===== src/common/liucfg_map.svh =====
// Register offsets, field positions, reset values and timing counts of the
// line interface primary configuration bank. Included by the design files.
`ifndef LIUCFG_MAP_SVH
`define LIUCFG_MAP_SVH

`define LIUCFG_OFS_SOFT_RESET 8'h0a
`define LIUCFG_OFS_MONITOR 8'h0b
`define LIUCFG_OFS_LOOPBACK 8'h0c
`define LIUCFG_OFS_CRITERIA 8'h0d
`define LIUCFG_OFS_AUTO_ONES 8'h0e
`define LIUCFG_OFS_GLOBAL 8'h0f
`define LIUCFG_OFS_TMPL_PTR 8'h10
`define LIUCFG_OFS_TMPL_SEL 8'h11
`define LIUCFG_OFS_BANK_PTR 8'h1f

`define LIUCFG_BANK_PRIMARY 8'h00
`define LIUCFG_RESET_VALUE 8'h00
`define LIUCFG_MONITOR_MASK 8'h0f
`define LIUCFG_GLOBAL_MASK 8'hfb
`define LIUCFG_TMPL_PTR_MASK 8'h07
`define LIUCFG_TMPL_SEL_MASK 8'hcf

`define LIUCFG_GC_RX_INT_TERM 7
`define LIUCFG_GC_ALARM_ON_LOSS 6
`define LIUCFG_GC_SHORT_OFF 5
`define LIUCFG_GC_AMI 4
`define LIUCFG_GC_DEPTH 3
`define LIUCFG_GC_JA_POS 1
`define LIUCFG_GC_JA_EN 0

`define LIUCFG_TS_RX_MATCH_OFF 7
`define LIUCFG_TS_TX_TERM_OFF 6
`define LIUCFG_TS_IMP_CHOICE 3
`define LIUCFG_TS_MODE_HI 2
`define LIUCFG_TS_MODE_LO 0
`define LIUCFG_MON_TX_BIT 3

`define LIUCFG_CLK_PERIOD_NS 8
`define LIUCFG_SWR_TIME_NS 1000
`define LIUCFG_SWR_CYCLES ((`LIUCFG_SWR_TIME_NS + `LIUCFG_CLK_PERIOD_NS - 1) / `LIUCFG_CLK_PERIOD_NS)

`endif


===== src/common/liucfg_pkg.sv =====
// Types shared by the primary configuration bank modules.
// Assumes an eight-channel line interface with byte-wide registers.
package liucfg_pkg;
    typedef logic [7:0] liucfg_byte_t;
    typedef logic [7:0] liucfg_chan_vec_t;
    typedef logic [2:0] liucfg_chan_idx_t;
    typedef logic [2:0] liucfg_template_t;

    // Line templates of the three-bit template field
    typedef enum logic [2:0] {
        LIUCFG_TMPL_E1 = 3'h0,
        LIUCFG_TMPL_RSV1 = 3'h1,
        LIUCFG_TMPL_RSV2 = 3'h2,
        LIUCFG_TMPL_T1_0 = 3'h3,
        LIUCFG_TMPL_T1_1 = 3'h4,
        LIUCFG_TMPL_T1_2 = 3'h5,
        LIUCFG_TMPL_T1_3 = 3'h6,
        LIUCFG_TMPL_T1_4 = 3'h7
    } liucfg_tmpl_code_t;
endpackage : liucfg_pkg


===== src/common/liucfg_tmpl_if.sv =====
// Bundle between the bank and the per-channel template store.
// Assumes one clock; the bank is the only writer.
`timescale 1ns/1ns
`default_nettype none
interface liucfg_tmpl_if;
    logic clear;
    logic wr_en;
    logic [2:0] wr_idx;
    logic [7:0] wr_data;
    logic [2:0] rd_idx;
    logic [7:0] rd_data;
    logic [63:0] entries;

    modport bank (output clear, output wr_en, output wr_idx, output wr_data,
        output rd_idx, input rd_data, input entries);
    modport store (input clear, input wr_en, input wr_idx, input wr_data,
        input rd_idx, output rd_data, output entries);
endinterface : liucfg_tmpl_if
`default_nettype wire


===== src/core/liucfg_top.sv =====
// Primary configuration bank of the eight-channel line interface: soft
// reset, monitor select, loopback, alarm criteria, auto all-ones, global
// overrides and indirect per-channel template selection.
// Assumes a plain register port with one-cycle strobes, and per-channel
// settings and loss status arriving from other banks on mclk.
`timescale 1ns/1ns
`default_nettype none
`include "liucfg_map.svh"
module liucfg_top #(
    parameter bit DEFAULT_120 = 1'b1
) (
    // Clock and reset
    input wire logic mclk,
    input wire logic reset_n,
    // Register port
    input wire logic [7:0] reg_addr,
    input wire logic [7:0] reg_wdata,
    input wire logic reg_wr,
    input wire logic reg_rd,
    output logic [7:0] reg_rdata,
    // Channel status and per-channel settings from other banks
    input wire liucfg_pkg::liucfg_chan_vec_t los_in,
    input wire liucfg_pkg::liucfg_chan_vec_t per_channel_alarm_on_loss,
    input wire liucfg_pkg::liucfg_chan_vec_t per_channel_short_protect_off,
    input wire liucfg_pkg::liucfg_chan_vec_t per_channel_line_code,
    input wire liucfg_pkg::liucfg_chan_vec_t per_channel_jitter_depth,
    input wire liucfg_pkg::liucfg_chan_vec_t per_channel_jitter_position,
    input wire liucfg_pkg::liucfg_chan_vec_t per_channel_jitter_enable,
    // Soft reset and monitoring
    output logic soft_reset_active,
    output logic monitor_enable,
    output logic monitor_tx,
    output liucfg_pkg::liucfg_chan_idx_t monitor_channel,
    // Per-channel datapath controls
    output liucfg_pkg::liucfg_chan_vec_t digital_loopback,
    output liucfg_pkg::liucfg_chan_vec_t criteria_etsi,
    output liucfg_pkg::liucfg_chan_vec_t criteria_t1,
    output liucfg_pkg::liucfg_chan_vec_t tx_all_ones,
    output liucfg_pkg::liucfg_chan_vec_t ais_to_system,
    output liucfg_pkg::liucfg_chan_vec_t short_protect_off,
    output liucfg_pkg::liucfg_chan_vec_t line_ami,
    output liucfg_pkg::liucfg_chan_vec_t jitter_depth_128,
    output liucfg_pkg::liucfg_chan_vec_t jitter_in_rx,
    output liucfg_pkg::liucfg_chan_vec_t jitter_enable,
    // Termination and template controls
    output logic rx_internal_term,
    output liucfg_pkg::liucfg_chan_vec_t rx_int_adjust,
    output liucfg_pkg::liucfg_chan_vec_t rx_match_off,
    output liucfg_pkg::liucfg_chan_vec_t tx_term_off,
    output liucfg_pkg::liucfg_chan_vec_t e1_imp_120,
    output liucfg_pkg::liucfg_chan_vec_t t1_imp_110,
    output liucfg_pkg::liucfg_chan_vec_t e1_mode,
    output liucfg_pkg::liucfg_chan_vec_t template_reserved
);
    import liucfg_pkg::*;

    // Software-visible registers
    liucfg_byte_t bank_ptr_r;
    liucfg_byte_t monitor_select_field_r;
    liucfg_chan_vec_t digital_loopback_bit_r;
    liucfg_chan_vec_t loss_alarm_criteria_bit_r;
    liucfg_chan_vec_t auto_ones_on_loss_bit_r;
    liucfg_byte_t global_override_config_r;
    liucfg_byte_t template_channel_pointer_r;
    liucfg_byte_t template_channel_pointer_nxt;

    // Decoded access strobes
    logic primary_sel;
    logic wr_any;
    logic wr_soft_reset;
    logic wr_monitor;
    logic wr_loopback;
    logic wr_criteria;
    logic wr_auto_ones;
    logic wr_global;
    logic wr_tmpl_ptr;
    logic wr_tmpl_sel;
    logic wr_bank_ptr;
    logic swr_active;
    liucfg_byte_t rdata_nxt;

    // Global override fields
    logic gc_alarm_on_loss;
    logic gc_short_off;
    logic gc_ami;
    logic gc_depth;
    logic gc_ja_pos;
    logic gc_ja_en;

    // Per-channel template decode
    liucfg_chan_vec_t tmpl_rx_match_off;
    liucfg_chan_vec_t tmpl_tx_term_off;
    liucfg_chan_vec_t tmpl_imp_choice;
    liucfg_chan_vec_t tmpl_e1;
    liucfg_chan_vec_t tmpl_reserved;

    liucfg_tmpl_if tmpl ();

    // Soft reset pulse
    liucfg_swrst u_swrst (
        .mclk(mclk),
        .reset_n(reset_n),
        .trigger(wr_soft_reset),
        .active_r(swr_active)
    );

    // Per-channel template bytes
    liucfg_tmpl_mem u_tmpl_mem (
        .mclk(mclk),
        .reset_n(reset_n),
        .port(tmpl.store)
    );

    // Address decode; the bank registers other than the bank pointer only answer in the primary bank
    assign primary_sel = (bank_ptr_r == `LIUCFG_BANK_PRIMARY);
    assign wr_any = reg_wr && !swr_active;
    assign wr_soft_reset = wr_any && primary_sel && reg_addr == `LIUCFG_OFS_SOFT_RESET;
    assign wr_monitor = wr_any && primary_sel && reg_addr == `LIUCFG_OFS_MONITOR;
    assign wr_loopback = wr_any && primary_sel && reg_addr == `LIUCFG_OFS_LOOPBACK;
    assign wr_criteria = wr_any && primary_sel && reg_addr == `LIUCFG_OFS_CRITERIA;
    assign wr_auto_ones = wr_any && primary_sel && reg_addr == `LIUCFG_OFS_AUTO_ONES;
    assign wr_global = wr_any && primary_sel && reg_addr == `LIUCFG_OFS_GLOBAL;
    assign wr_tmpl_ptr = wr_any && primary_sel && reg_addr == `LIUCFG_OFS_TMPL_PTR;
    assign wr_tmpl_sel = wr_any && primary_sel && reg_addr == `LIUCFG_OFS_TMPL_SEL;
    assign wr_bank_ptr = wr_any && reg_addr == `LIUCFG_OFS_BANK_PTR;

    // Global override fields
    assign gc_alarm_on_loss = global_override_config_r[`LIUCFG_GC_ALARM_ON_LOSS];
    assign gc_short_off = global_override_config_r[`LIUCFG_GC_SHORT_OFF];
    assign gc_ami = global_override_config_r[`LIUCFG_GC_AMI];
    assign gc_depth = global_override_config_r[`LIUCFG_GC_DEPTH];
    assign gc_ja_pos = global_override_config_r[`LIUCFG_GC_JA_POS];
    assign gc_ja_en = global_override_config_r[`LIUCFG_GC_JA_EN];

    // Template pointer next value, used to aim the store's read port early
    always_comb begin
        template_channel_pointer_nxt = template_channel_pointer_r;
        if (swr_active) begin
            template_channel_pointer_nxt = `LIUCFG_RESET_VALUE;
        end else if (wr_tmpl_ptr) begin
            template_channel_pointer_nxt = reg_wdata & `LIUCFG_TMPL_PTR_MASK;
        end
    end

    // Template store access through the channel pointer
    assign tmpl.clear = swr_active;
    assign tmpl.wr_en = wr_tmpl_sel;
    assign tmpl.wr_idx = template_channel_pointer_r[2:0];
    assign tmpl.wr_data = reg_wdata;
    assign tmpl.rd_idx = template_channel_pointer_nxt[2:0];

    // Template byte fields per channel
    for (genvar ch = 0; ch < 8; ch++) begin : g_tmpl
        logic [7:0] entry;
        liucfg_tmpl_code_t code;
        assign entry = tmpl.entries[ch*8 +: 8];
        assign code = liucfg_tmpl_code_t'(entry[`LIUCFG_TS_MODE_HI:`LIUCFG_TS_MODE_LO]);
        assign tmpl_rx_match_off[ch] = entry[`LIUCFG_TS_RX_MATCH_OFF];
        assign tmpl_tx_term_off[ch] = entry[`LIUCFG_TS_TX_TERM_OFF];
        assign tmpl_imp_choice[ch] = entry[`LIUCFG_TS_IMP_CHOICE];
        assign tmpl_e1[ch] = (code == LIUCFG_TMPL_E1);
        assign tmpl_reserved[ch] = (code == LIUCFG_TMPL_RSV1) || (code == LIUCFG_TMPL_RSV2);
    end

    // Bank pointer; reachable from every bank, cleared by soft reset too
    always_ff @(posedge mclk or negedge reset_n) begin
        if (!reset_n) begin
            bank_ptr_r <= `LIUCFG_RESET_VALUE;
        end else if (swr_active) begin
            bank_ptr_r <= `LIUCFG_RESET_VALUE;
        end else if (wr_bank_ptr) begin
            bank_ptr_r <= reg_wdata;
        end
    end

    // Monitor select field, reserved upper nibble kept at zero
    always_ff @(posedge mclk or negedge reset_n) begin
        if (!reset_n) begin
            monitor_select_field_r <= `LIUCFG_RESET_VALUE;
        end else if (swr_active) begin
            monitor_select_field_r <= `LIUCFG_RESET_VALUE;
        end else if (wr_monitor) begin
            monitor_select_field_r <= reg_wdata & `LIUCFG_MONITOR_MASK;
        end
    end

    // Per-channel bit registers
    always_ff @(posedge mclk or negedge reset_n) begin
        if (!reset_n) begin
            digital_loopback_bit_r <= `LIUCFG_RESET_VALUE;
            loss_alarm_criteria_bit_r <= `LIUCFG_RESET_VALUE;
            auto_ones_on_loss_bit_r <= `LIUCFG_RESET_VALUE;
        end else if (swr_active) begin
            digital_loopback_bit_r <= `LIUCFG_RESET_VALUE;
            loss_alarm_criteria_bit_r <= `LIUCFG_RESET_VALUE;
            auto_ones_on_loss_bit_r <= `LIUCFG_RESET_VALUE;
        end else begin
            if (wr_loopback) begin
                digital_loopback_bit_r <= reg_wdata;
            end
            if (wr_criteria) begin
                loss_alarm_criteria_bit_r <= reg_wdata;
            end
            if (wr_auto_ones) begin
                auto_ones_on_loss_bit_r <= reg_wdata;
            end
        end
    end

    // Global overrides and template channel pointer
    always_ff @(posedge mclk or negedge reset_n) begin
        if (!reset_n) begin
            global_override_config_r <= `LIUCFG_RESET_VALUE;
            template_channel_pointer_r <= `LIUCFG_RESET_VALUE;
        end else begin
            template_channel_pointer_r <= template_channel_pointer_nxt;
            if (swr_active) begin
                global_override_config_r <= `LIUCFG_RESET_VALUE;
            end else if (wr_global) begin
                global_override_config_r <= reg_wdata & `LIUCFG_GLOBAL_MASK;
            end
        end
    end

    // Read mux; soft reset reads zero, unmapped and other banks read zero, except the bank pointer in every bank
    always_comb begin
        rdata_nxt = 8'h00;
        if (reg_addr == `LIUCFG_OFS_BANK_PTR) begin
            rdata_nxt = bank_ptr_r;
        end else if (primary_sel) begin
            case (reg_addr)
                `LIUCFG_OFS_SOFT_RESET: rdata_nxt = 8'h00;
                `LIUCFG_OFS_MONITOR: rdata_nxt = monitor_select_field_r;
                `LIUCFG_OFS_LOOPBACK: rdata_nxt = digital_loopback_bit_r;
                `LIUCFG_OFS_CRITERIA: rdata_nxt = loss_alarm_criteria_bit_r;
                `LIUCFG_OFS_AUTO_ONES: rdata_nxt = auto_ones_on_loss_bit_r;
                `LIUCFG_OFS_GLOBAL: rdata_nxt = global_override_config_r;
                `LIUCFG_OFS_TMPL_PTR: rdata_nxt = template_channel_pointer_r;
                `LIUCFG_OFS_TMPL_SEL: rdata_nxt = tmpl.rd_data;
                default: rdata_nxt = 8'h00;
            endcase
        end
    end

    // Read data stand for the one cycle after the read strobe
    always_ff @(posedge mclk or negedge reset_n) begin
        if (!reset_n) begin
            reg_rdata <= 8'h00;
        end else if (reg_rd) begin
            reg_rdata <= rdata_nxt;
        end else begin
            reg_rdata <= 8'h00;
        end
    end

    // Soft reset indication follows the pulse generator by one cycle
    always_ff @(posedge mclk or negedge reset_n) begin
        if (!reset_n) begin
            soft_reset_active <= 1'b0;
        end else begin
            soft_reset_active <= swr_active;
        end
    end

    // Monitor routing: low three bits name channel, top bit picks transmitter
    always_ff @(posedge mclk or negedge reset_n) begin
        if (!reset_n) begin
            monitor_enable <= 1'b0;
            monitor_tx <= 1'b0;
            monitor_channel <= 3'h0;
        end else begin
            monitor_enable <= (monitor_select_field_r[2:0] != 3'h0);
            monitor_tx <= monitor_select_field_r[`LIUCFG_MON_TX_BIT];
            monitor_channel <= monitor_select_field_r[2:0];
        end
    end

    // Loopback, alarm criteria and automatic all-ones
    always_ff @(posedge mclk or negedge reset_n) begin
        if (!reset_n) begin
            digital_loopback <= 8'h00;
            criteria_etsi <= 8'h00;
            criteria_t1 <= 8'h00;
            tx_all_ones <= 8'h00;
        end else begin
            digital_loopback <= digital_loopback_bit_r;
            criteria_etsi <= loss_alarm_criteria_bit_r & tmpl_e1;
            criteria_t1 <= ~tmpl_e1;
            tx_all_ones <= auto_ones_on_loss_bit_r & los_in;
        end
    end

    // Global overrides over the per-channel settings
    always_ff @(posedge mclk or negedge reset_n) begin
        if (!reset_n) begin
            ais_to_system <= 8'h00;
            short_protect_off <= 8'h00;
            line_ami <= 8'h00;
            jitter_depth_128 <= 8'h00;
        end else begin
            ais_to_system <= los_in & (per_channel_alarm_on_loss | {8{gc_alarm_on_loss}});
            short_protect_off <= per_channel_short_protect_off | {8{gc_short_off}};
            line_ami <= per_channel_line_code | {8{gc_ami}};
            jitter_depth_128 <= per_channel_jitter_depth | {8{gc_depth}};
        end
    end

    // Jitter attenuator enable and position
    always_ff @(posedge mclk or negedge reset_n) begin
        if (!reset_n) begin
            jitter_enable <= 8'h00;
            jitter_in_rx <= 8'h00;
        end else begin
            jitter_enable <= per_channel_jitter_enable | {8{gc_ja_en}};
            if (gc_ja_en) begin
                jitter_in_rx <= {8{gc_ja_pos}};
            end else begin
                jitter_in_rx <= {8{gc_ja_pos}} ^ per_channel_jitter_position;
            end
        end
    end

    // Termination, impedance and template mode per channel
    always_ff @(posedge mclk or negedge reset_n) begin
        if (!reset_n) begin
            rx_internal_term <= 1'b0;
            rx_int_adjust <= 8'h00;
            rx_match_off <= 8'h00;
            tx_term_off <= 8'h00;
            e1_imp_120 <= 8'h00;
            t1_imp_110 <= 8'h00;
            e1_mode <= 8'h00;
            template_reserved <= 8'h00;
        end else begin
            rx_internal_term <= global_override_config_r[`LIUCFG_GC_RX_INT_TERM];
            // External mode still trims internally except for E1 at 120 ohm
            rx_int_adjust <= ~(tmpl_e1 & e1_imp_nxt());
            rx_match_off <= tmpl_rx_match_off;
            tx_term_off <= tmpl_tx_term_off;
            e1_imp_120 <= e1_imp_nxt();
            t1_imp_110 <= tmpl_imp_choice;
            e1_mode <= tmpl_e1;
            template_reserved <= tmpl_reserved;
        end
    end

    // E1 impedance is 120 ohm when the choice bit differs from the variant
    function automatic liucfg_chan_vec_t e1_imp_nxt();
        if (DEFAULT_120) begin
            return ~tmpl_imp_choice;
        end
        return tmpl_imp_choice;
    endfunction : e1_imp_nxt
endmodule : liucfg_top
`default_nettype wire


===== src/core/liucfg_swrst.sv =====
// Soft reset pulse generator: a trigger starts a pulse of fixed length.
// Assumes the trigger is a one-cycle strobe on mclk.
`timescale 1ns/1ns
`default_nettype none
`include "liucfg_map.svh"
module liucfg_swrst (
    // Clock and reset
    input wire logic mclk,
    input wire logic reset_n,
    // Control
    input wire logic trigger,
    output logic active_r
);
    localparam logic [7:0] PULSE_CYCLES = 8'(`LIUCFG_SWR_CYCLES);
    logic [7:0] count_r;

    // A new trigger restarts the pulse, so it never falls short
    always_ff @(posedge mclk or negedge reset_n) begin
        if (!reset_n) begin
            count_r <= 8'h00;
            active_r <= 1'b0;
        end else if (trigger) begin
            count_r <= PULSE_CYCLES - 8'h01;
            active_r <= 1'b1;
        end else if (count_r != 8'h00) begin
            count_r <= count_r - 8'h01;
        end else begin
            active_r <= 1'b0;
        end
    end
endmodule : liucfg_swrst
`default_nettype wire


===== src/core/liucfg_tmpl_mem.sv =====
// Eight-entry template store, one byte per channel, registered read data.
// Assumes the reader sets rd_idx to the index it wants in the next cycle.
`timescale 1ns/1ns
`default_nettype none
`include "liucfg_map.svh"
module liucfg_tmpl_mem (
    // Clock and reset
    input wire logic mclk,
    input wire logic reset_n,
    // Access from the bank
    liucfg_tmpl_if.store port
);
    logic [7:0] mem_r [8];

    // One byte per channel, cleared by either reset
    for (genvar ch = 0; ch < 8; ch++) begin : g_entry
        always_ff @(posedge mclk or negedge reset_n) begin
            if (!reset_n) begin
                mem_r[ch] <= `LIUCFG_RESET_VALUE;
            end else if (port.clear) begin
                mem_r[ch] <= `LIUCFG_RESET_VALUE;
            end else if (port.wr_en && port.wr_idx == 3'(ch)) begin
                mem_r[ch] <= port.wr_data & `LIUCFG_TMPL_SEL_MASK;
            end
        end
        assign port.entries[ch*8 +: 8] = mem_r[ch];
    end

    // Read data with write-through so a fresh write reads back at once
    always_ff @(posedge mclk or negedge reset_n) begin
        if (!reset_n) begin
            port.rd_data <= 8'h00;
        end else if (port.clear) begin
            port.rd_data <= 8'h00;
        end else if (port.wr_en && port.wr_idx == port.rd_idx) begin
            port.rd_data <= port.wr_data & `LIUCFG_TMPL_SEL_MASK;
        end else begin
            port.rd_data <= mem_r[port.rd_idx];
        end
    end
endmodule : liucfg_tmpl_mem
`default_nettype wire


===== config.mk =====
export PLATFORM = sky130hd
export DESIGN_NAME = liucfg_top
export DESIGN_NICKNAME = d
export VERILOG_FILES = /design/src/common/liucfg_pkg.sv /design/src/common/liucfg_tmpl_if.sv /design/src/core/liucfg_top.sv /design/src/core/liucfg_swrst.sv /design/src/core/liucfg_tmpl_mem.sv
export VERILOG_INCLUDE_DIRS = /design/src /design/src/common
export SDC_FILE = /design/constraint.sdc
export NUM_CORES = 1
export LEC_CHECK = 0
export BUFFER_PORTS_ARGS = -buffer_cell sky130_fd_sc_hd__buf_4
export CAP_MARGIN = 20
export CORE_MARGIN = 2
export CORE_UTILIZATION = 45
export DETAILED_ROUTE_END_ITERATION = 8
export PLACE_DENSITY_LB_ADDON = 0.3
export SYNTH_ARGS = -nofsm -noshare
export SYNTH_HDL_FRONTEND = slang
export SYNTH_SLANG_ARGS = --single-unit

===== constraint.sdc =====
create_clock -name mclk -period 6 [get_ports mclk]
set_input_delay 1.2 -clock mclk [delete_from_list [all_inputs] [get_ports mclk]]
set_output_delay 1.2 -clock mclk [all_outputs]
set_load 0.05 [all_outputs]

After elaboration in Yosys (flattened, before gate mapping)
Cells that the tools add are included.
{ "totals": {"regBits": 288} }
{ "op_classes": {"addsub": 1, "magnitude_cmp": 1, "n_eq_ne": 34, "muxes": 44, "bitwise": 14, "reduce_logical": 57} }
{ "ops": {"columns": ["cell", "count"], "rows": [
  ["two-way mux 8 bit", 40],
  ["case mux 8 bit (7 select lines)", 1],
  ["equality test 8 x 4 -> 1 bit (second input constant)", 6],
  ["OR 8 bit", 5],
  ["bitwise AND 8 bit", 4],
  ["nonzero test 2 bit", 16],
  ["equality test 3 x 2 -> 1 bit (second input constant)", 10],
  ["equality test 3 x 1 -> 1 bit (second input constant)", 9],
  ["logical NOT 3 bit", 9],
  ["binary-select mux 8 bit (select 3 bit)", 1],
  ["equality test 8 x 5 -> 1 bit (second input constant)", 3],
  ["inverter 8 bit", 3],
  ["logical AND 1 bit", 20],
  ["equality test 3 bit (second input constant)", 4],
  ["logical NOT 8 bit", 1],
  ["logical OR 1 bit", 8],
  ["nonzero test 8 bit", 1],
  ["subtractor 8 x 1 -> 8 bit (second input constant)", 1],
  ["XOR 8 bit", 1],
  ["greater-or-equal comparator 4 bit (second input constant)", 1],
  ["inverter 3 -> 4 bit", 1],
  ["equality test 3 bit", 1],
  ["nonzero test 3 bit", 1],
  ["two-way mux 1 bit", 2],
  ["other kinds (2)", 2]
]} }

Logic depth before layout (Yosys ltp)
{ "logic_depth": {"depth_word": 12, "mapped_depth": 8, "ltp_nobuf": 7} }

Cells and area by module
A second synthesis with hierarchy kept.
{ "unflattened": {"hier_cells": 847, "area_unflattened_um2": 10500.1} }
{ "modules_own_cells": {"columns": ["mod", "instances", "cells_each", "area_per_inst_um2"], "rows": [
  ["liucfg_top", 1, 568, 7126.8],
  ["liucfg_tmpl_mem", 1, 233, 2896.5],
  ["liucfg_swrst", 1, 46, 476.7]
]} }

Least setup slack after synthesis
Ideal clock, no wire load.
{ "synth_timing": {"kind": "in2reg", "from": "in reg_addr[5]", "to": "reg u_tmpl_mem.port.rd_data[0]", "setup_ns": 0.138, "t_arrival_ns": 3.740, "path_slack_ns": 2.123, "cell_stages": 8, "path_cell_list": "or4b_4 > or4_4 > nor3_4 > mux2i_2 > buf_6 > mux2_4 > a222oi_1 > a211oi_1"} }
{ "synth_via": {"elab_chain_len": 10, "elab_cells_between_ends": 14, "classes_between": "eq/ne (3); mux (7); bitwise (1); reduce/logical (3)"} }
{ "synth_lines": {"columns": ["item", "line_no", "text"], "rows": [
  ["start: declaration", "liucfg_top.sv:16", "input wire logic [7:0] reg_addr,"],
  ["equality test 8 x 5 -> 1 bit", null, null],
  ["logical AND 1 bit (no source line)", null, null],
  ["two-way mux 8 bit", "liucfg_top.sv:140", "end else if (wr_tmpl_ptr) begin"],
  ["two-way mux 8 bit", "liucfg_top.sv:138", "if (swr_active) begin"],
  ["inverter 3 -> 4 bit (not written as such)", "liucfg_tmpl_mem.sv:38", "port.rd_data <= mem_r[port.rd_idx];"],
  ["binary-select mux 8 bit (select 3 bit)", "liucfg_tmpl_mem.sv:38", null],
  ["two-way mux 8 bit (not written as such) (2 in a row)", "liucfg_tmpl_mem.sv:38", null],
  ["two-way mux 8 bit *", "liucfg_tmpl_mem.sv:35", "end else if (port.wr_en && port.wr_idx == port.rd_idx) begin"],
  ["two-way mux 8 bit *", "liucfg_tmpl_mem.sv:33", "end else if (port.clear) begin"],
  ["end signal: assignment", "liucfg_tmpl_mem.sv:36", "port.rd_data <= port.wr_data & `LIUCFG_TMPL_SEL_MASK;"],
  ["end signal: assignment", "liucfg_tmpl_mem.sv:38", null],
  ["end: declaration", "liucfg_tmpl_if.sv:17", "input rd_idx, output rd_data, output entries);"]
]} }
Every way passes the cells marked *; elsewhere a longest branch is shown, timed or not. The select of a mux whose other input is x is not followed.
A chain may end at the register's enable or synchronous reset.

Worst setup path in the final report
{ "layout_timing": {"from": "in reg_addr[5]", "to": "reg auto_ones_on_loss_bit_r[0]"} }
{ "layout_via": {"elab_chain_len": 3} }
{ "layout_lines": {"columns": ["item", "line_no", "text"], "rows": [
  ["equality test 8 x 4 -> 1 bit", null, null],
  ["logical AND 1 bit (no source line)", null, null],
  ["nonzero test 2 bit (no source line)", null, null],
  ["end signal: assignment", "liucfg_top.sv:192", "auto_ones_on_loss_bit_r <= `LIUCFG_RESET_VALUE;"],
  ["end signal: assignment", "liucfg_top.sv:196", "auto_ones_on_loss_bit_r <= `LIUCFG_RESET_VALUE;"],
  ["end signal: assignment", "liucfg_top.sv:205", "auto_ones_on_loss_bit_r <= reg_wdata;"],
  ["end: declaration", "liucfg_top.sv:62", "liucfg_chan_vec_t auto_ones_on_loss_bit_r;"]
]} }
No other way between the ends.

==> impl_metrics.py <==
metrics = {
    "run_status": {
        "status": "completed",
    },
    "power_and_ir_drop": {
        "p_leak_nw": 6.12,
        "p_sw_w": 0.000820,
        "intPower_w": 0.00284,
        "p_clk_share_pct": 45.8,
        "comb_power_share_pct": 5.7,
        "seqPwrFrac_pct": 48.4,
        "ir_drop_mv": 0.202,
        "cellPowerDensity_nw_per_um2": 282,
        "p_sw_share_pct": 22.4,
    },
    "clock_tree": {
        "worst_skew_pair.late_latency_ns": 0.53,
        "cts_tree": "yes",
        "clk_path_buf_depth": 3,
        "cts_setup_buffers": 0,
        "htree_levels": 1,
        "ctsRootBufferMaster": "clkbuf_16",
        "cts.clk_slew.worst_paths_ns": 0.06,
        "ctsResizeCount": 0,
        "cts_hold_buf": 0,
        "cts_inserted_buffers": 27,
        "cts.sinks": 260,
    },
    "floorplan": {
        "die_w_um": 154,
        "core_area_um2": 22000,
        "rows": 54,
        "io_pins": 227,
        "dieHeight_um": 154,
        "dieArea_um2": 23700,
        "start_util_pct": 46.0,
    },
    "setup_path": {
        "crit_fanout": 12,
        "end_kind": "flip-flop",
        "reg2reg_slack_ns": 2.86,
        "arrival_ns": 4.20,
        "crit_required_ns": 6.37,
        "r2r_end": "u_tmpl_mem.port.rd_data[0]",
        "cp-start-kind": "input port",
        "reg2reg_from": "bank_ptr_r[2]",
        "critPathLaunch": "reg_addr[5]",
        "crit_path_end": "auto_ones_on_loss_bit_r[0]",
        "r2r_cells": 8,
        "crit_type": "input port to flip-flop",
    },
    "layout": {
        "diodes": 0,
        "largest_register_ffs": 48,
        "fillers": 1839,
        "syn_to_final_growth_pct": 28.4,
        "nNetsFinal": 1110,
        "fin_util_pct": 59.1,
        "drive_gt1_share_pct": 33.4,
    },
    "yosys": {
        "synthAdderAreaFrac_pct": 0.248,
        "syn_area_um2": 10100,
        "avgSynthCellArea_um2": 12.5,
        "synthArstFlopShare_pct": 100,
        "ys_types": 54,
        "synth_edf_count": 0,
        "synth_top_family_by_area": "simple AND/OR/NAND/NOR gates",
        "synthSimpleGateAreaFrac_pct": 14.5,
        "synthXorXnorAreaFrac_pct": 1.73,
        "synth_mux_area_share_pct": 11.6,
        "yosys_warnings": 0,
        "synth_nets": 888,
        "synth_cells": 810,
        "synth_seq_cells": 260,
        "synth_flop_cell": "dfrtp_1",
        "ys_seq_area_share_pct": 64.4,
        "synth_compound_area_share_pct": 5.20,
    },
    "sta": {
        "worst_slack_ns": 2.18,
        "finalCritPeriodShare_pct": 63.7,
        "hold-worst-slack_ns": 0.399,
        "maxSlewHeadroom_pct": 31.5,
        "fin_tns_setup_ns": 0,
        "fin_skew_ns": 0.0129,
        "hold_violations": 0,
        "worst_slew_pin_slew_ns": 1.02,
        "report.final.slew_viol_count": 0,
        "rsz0062_at_grt": "false",
        "fmax_ghz": 0.262,
        "period_needed_ns": 3.82,
        "setup_viol": 0,
    },
    "place": {
        "gp_congestion": 0.917,
        "hpwl_mm": 17.3,
        "io_buffers": 226,
        "pre_cts_ws_ns": 1.22,
    },
    "worst_hold_path": {
        "hp-class": "flip-flop to flip-flop",
        "whs_path_depth": 0,
    },
    "detailed_routing": {
        "num_vias": 7053,
        "wl_per_cell_um": 19.3,
        "routed_wl_mm": 25.7,
        "dr.first_iter.drc_count": 505,
        "first_pass_iters": 5,
        "drt-vias-per-instance": 5.30,
        "drc_errors": 0,
        "ant_nets": 0,
    },
    "global_route": {
        "grt_max_degree": 111,
        "antenna_found_initial": 0,
        "grt_usage_pct": 21.6,
        "grt_pass1_vias": 7085,
        "overflow": 0,
        "grt_first_pass_wirelength_mm": 40.2,
    },
    "flow_run": {
        "maxCapViolations": 0,
    },
}
==> stage by stage <==
| stage | instance area, µm² | std cells | total power (W) |
|---|---|---|---|
| finish | 13000 | 1331 | 0.00366 |
| global route | 13000 | 1331 | 0.00379 |
| CTS | 13000 | 1329 | 0.00371 |
| detailed placement | 12100 | 1281 | 0.00202 |
| global placement | 12100 | 1281 | 0.00202 |
| floorplan | 10100 | 810 | 0.00190 |
==> cells in the final DEF (no fill, tap or decap), types with 2 or more instances in the layout <==
| cell | Yosys | routed |
|---|---|---|
| bufinv_16 | 0 | 2 |
| buf_4 | 0 | 233 |
| a22oi_1 | 9 | 9 |
| nor2_1 | 91 | 91 |
| ha_1 | 2 | 2 |
| nand2b_1 | 12 | 12 |
| nand3_1 | 13 | 13 |
| dfrtp_1 | 260 | 259 |
| or3_1 | 13 | 13 |
| nor2b_1 | 8 | 8 |
| mux2_4 | 3 | 3 |
| nand4b_1 | 4 | 4 |
| o21a_1 | 8 | 8 |
| a32oi_1 | 3 | 3 |
| clkinvlp_4 | 0 | 2 |
| xnor2_1 | 19 | 19 |
| and2_1 | 16 | 16 |
| nand2_1 | 56 | 56 |
| clkbuf_1 | 37 | 5 |
| nor4_1 | 3 | 3 |
| o21ai_0 | 12 | 12 |
| or2_2 | 32 | 32 |
| nand3b_1 | 5 | 5 |
| nor4_2 | 2 | 2 |
| mux2i_1 | 76 | 76 |
| nor3b_1 | 2 | 2 |
| mux2_2 | 15 | 15 |
| a222oi_1 | 5 | 5 |
| or3b_2 | 2 | 2 |
| clkinv_4 | 0 | 2 |
| a32o_1 | 2 | 2 |
| a21oi_1 | 33 | 33 |
| inv_1 | 18 | 18 |
| mux2_1 | 2 | 2 |
| clkbuf_16 | 0 | 27 |
| clkbuf_8 | 0 | 7 |
| a211oi_1 | 6 | 6 |
| nor3_1 | 9 | 9 |
| mux4_2 | 7 | 7 |
| or4_1 | 2 | 2 |
==> cell type report <==
type | count | area (µm²) | area share [%]
clock buffers | 39 | 791 | 6.09
clock inverters | 9 | 118 | 0.906
inverters | 18 | 67.6 | 0.521
multi-input cells | 489 | 3360 | 25.9
flip-flops and latches | 260 | 6510 | 50.2
well taps | 280 | 350 | 2.70
repair buffers | 236 | 1780 | 13.7
==> logic make-up (layout without fill, tap and decap cells) <==
logic type	count (synthesis)	in the layout
AOI/OAI and AO/OA	82	82
xor gates and xnor gates	20	20
adders and majority gates	2	2
buffers and inverters	61	302
DFF	260	260
muxes	104	104
and+or+nand+nor	281	281
==> worst min-delay path by stage <==
stage / startpoint / slack, ns / to
2_1_floorplan: u_swrst.active_r / 0.35 / soft_reset_active
3_3_place_gp: digital_loopback_bit_r[1] / 0.38 / digital_loopback[1]
3_5_place_dp: u_tmpl_mem.port.entries[19] / 0.39 / t1_imp_110[2]
4_1_cts: digital_loopback_bit_r[1] / 0.40 / digital_loopback[1]
5_1_grt: digital_loopback_bit_r[4] / 0.41 / digital_loopback[4]
6_report: u_tmpl_mem.port.entries[19] / 0.40 / t1_imp_110[2]
==> power by group through the flow <==
| stage | logic, W | clock network (W) | registers (W) |
|---|---|---|---|
| floorplan | 0.0000338 | 0 | 0.00187 |
| global placement | 0.000210 | 0 | 0.00181 |
| detailed placement | 0.000213 | 0 | 0.00181 |
| CTS | 0.000213 | 0.00172 | 0.00177 |
| global route | 0.000225 | 0.00179 | 0.00177 |
| finish | 0.000210 | 0.00168 | 0.00177 |
==> synthesized netlist by cell type, types with 7 or more instances <==
cell type / n / area share, %
dfrtp_1: 260 / 64
or2_2: 32 / 2.0
nand2b_1: 12 / 0.74
nor2b_1: 8 / 0.50
mux2_2: 15 / 1.7
nand3_1: 13 / 0.64
mux2i_1: 76 / 7.5
clkbuf_1: 37 / 1.4
o21a_1: 8 / 0.59
nor2_1: 91 / 3.4
o21ai_0: 12 / 0.59
and2_1: 16 / 0.99
or3_1: 13 / 0.80
a22oi_1: 9 / 0.67
nand2_1: 56 / 2.1
nor3_1: 9 / 0.45
xnor2_1: 19 / 1.6
a21oi_1: 33 / 1.6
mux4_2: 7 / 1.6
inv_1: 18 / 0.67
==> worst max-delay path, stage by stage <==
cell and delay [ns]:
buf_4 0.11, or4_1 0.59, nor2_1 0.64, nand2_1 0.41, nor2_1 0.88, mux2i_1 0.29, nor2_1 0.07
==> metal layers <==
layer | up-vias | global-route usage (%) | wire length (µm)
met3 | 36 | 3.64 | 1650
met5 | - | 0 | 0
met1 | 3538 | 30.2 | 11000
li1 | 3192 | - | -
met4 | 0 | 4.85 | 436
met2 | 287 | 35.8 | 12600
No activity file was read; power rests on OpenSTA's default activity.
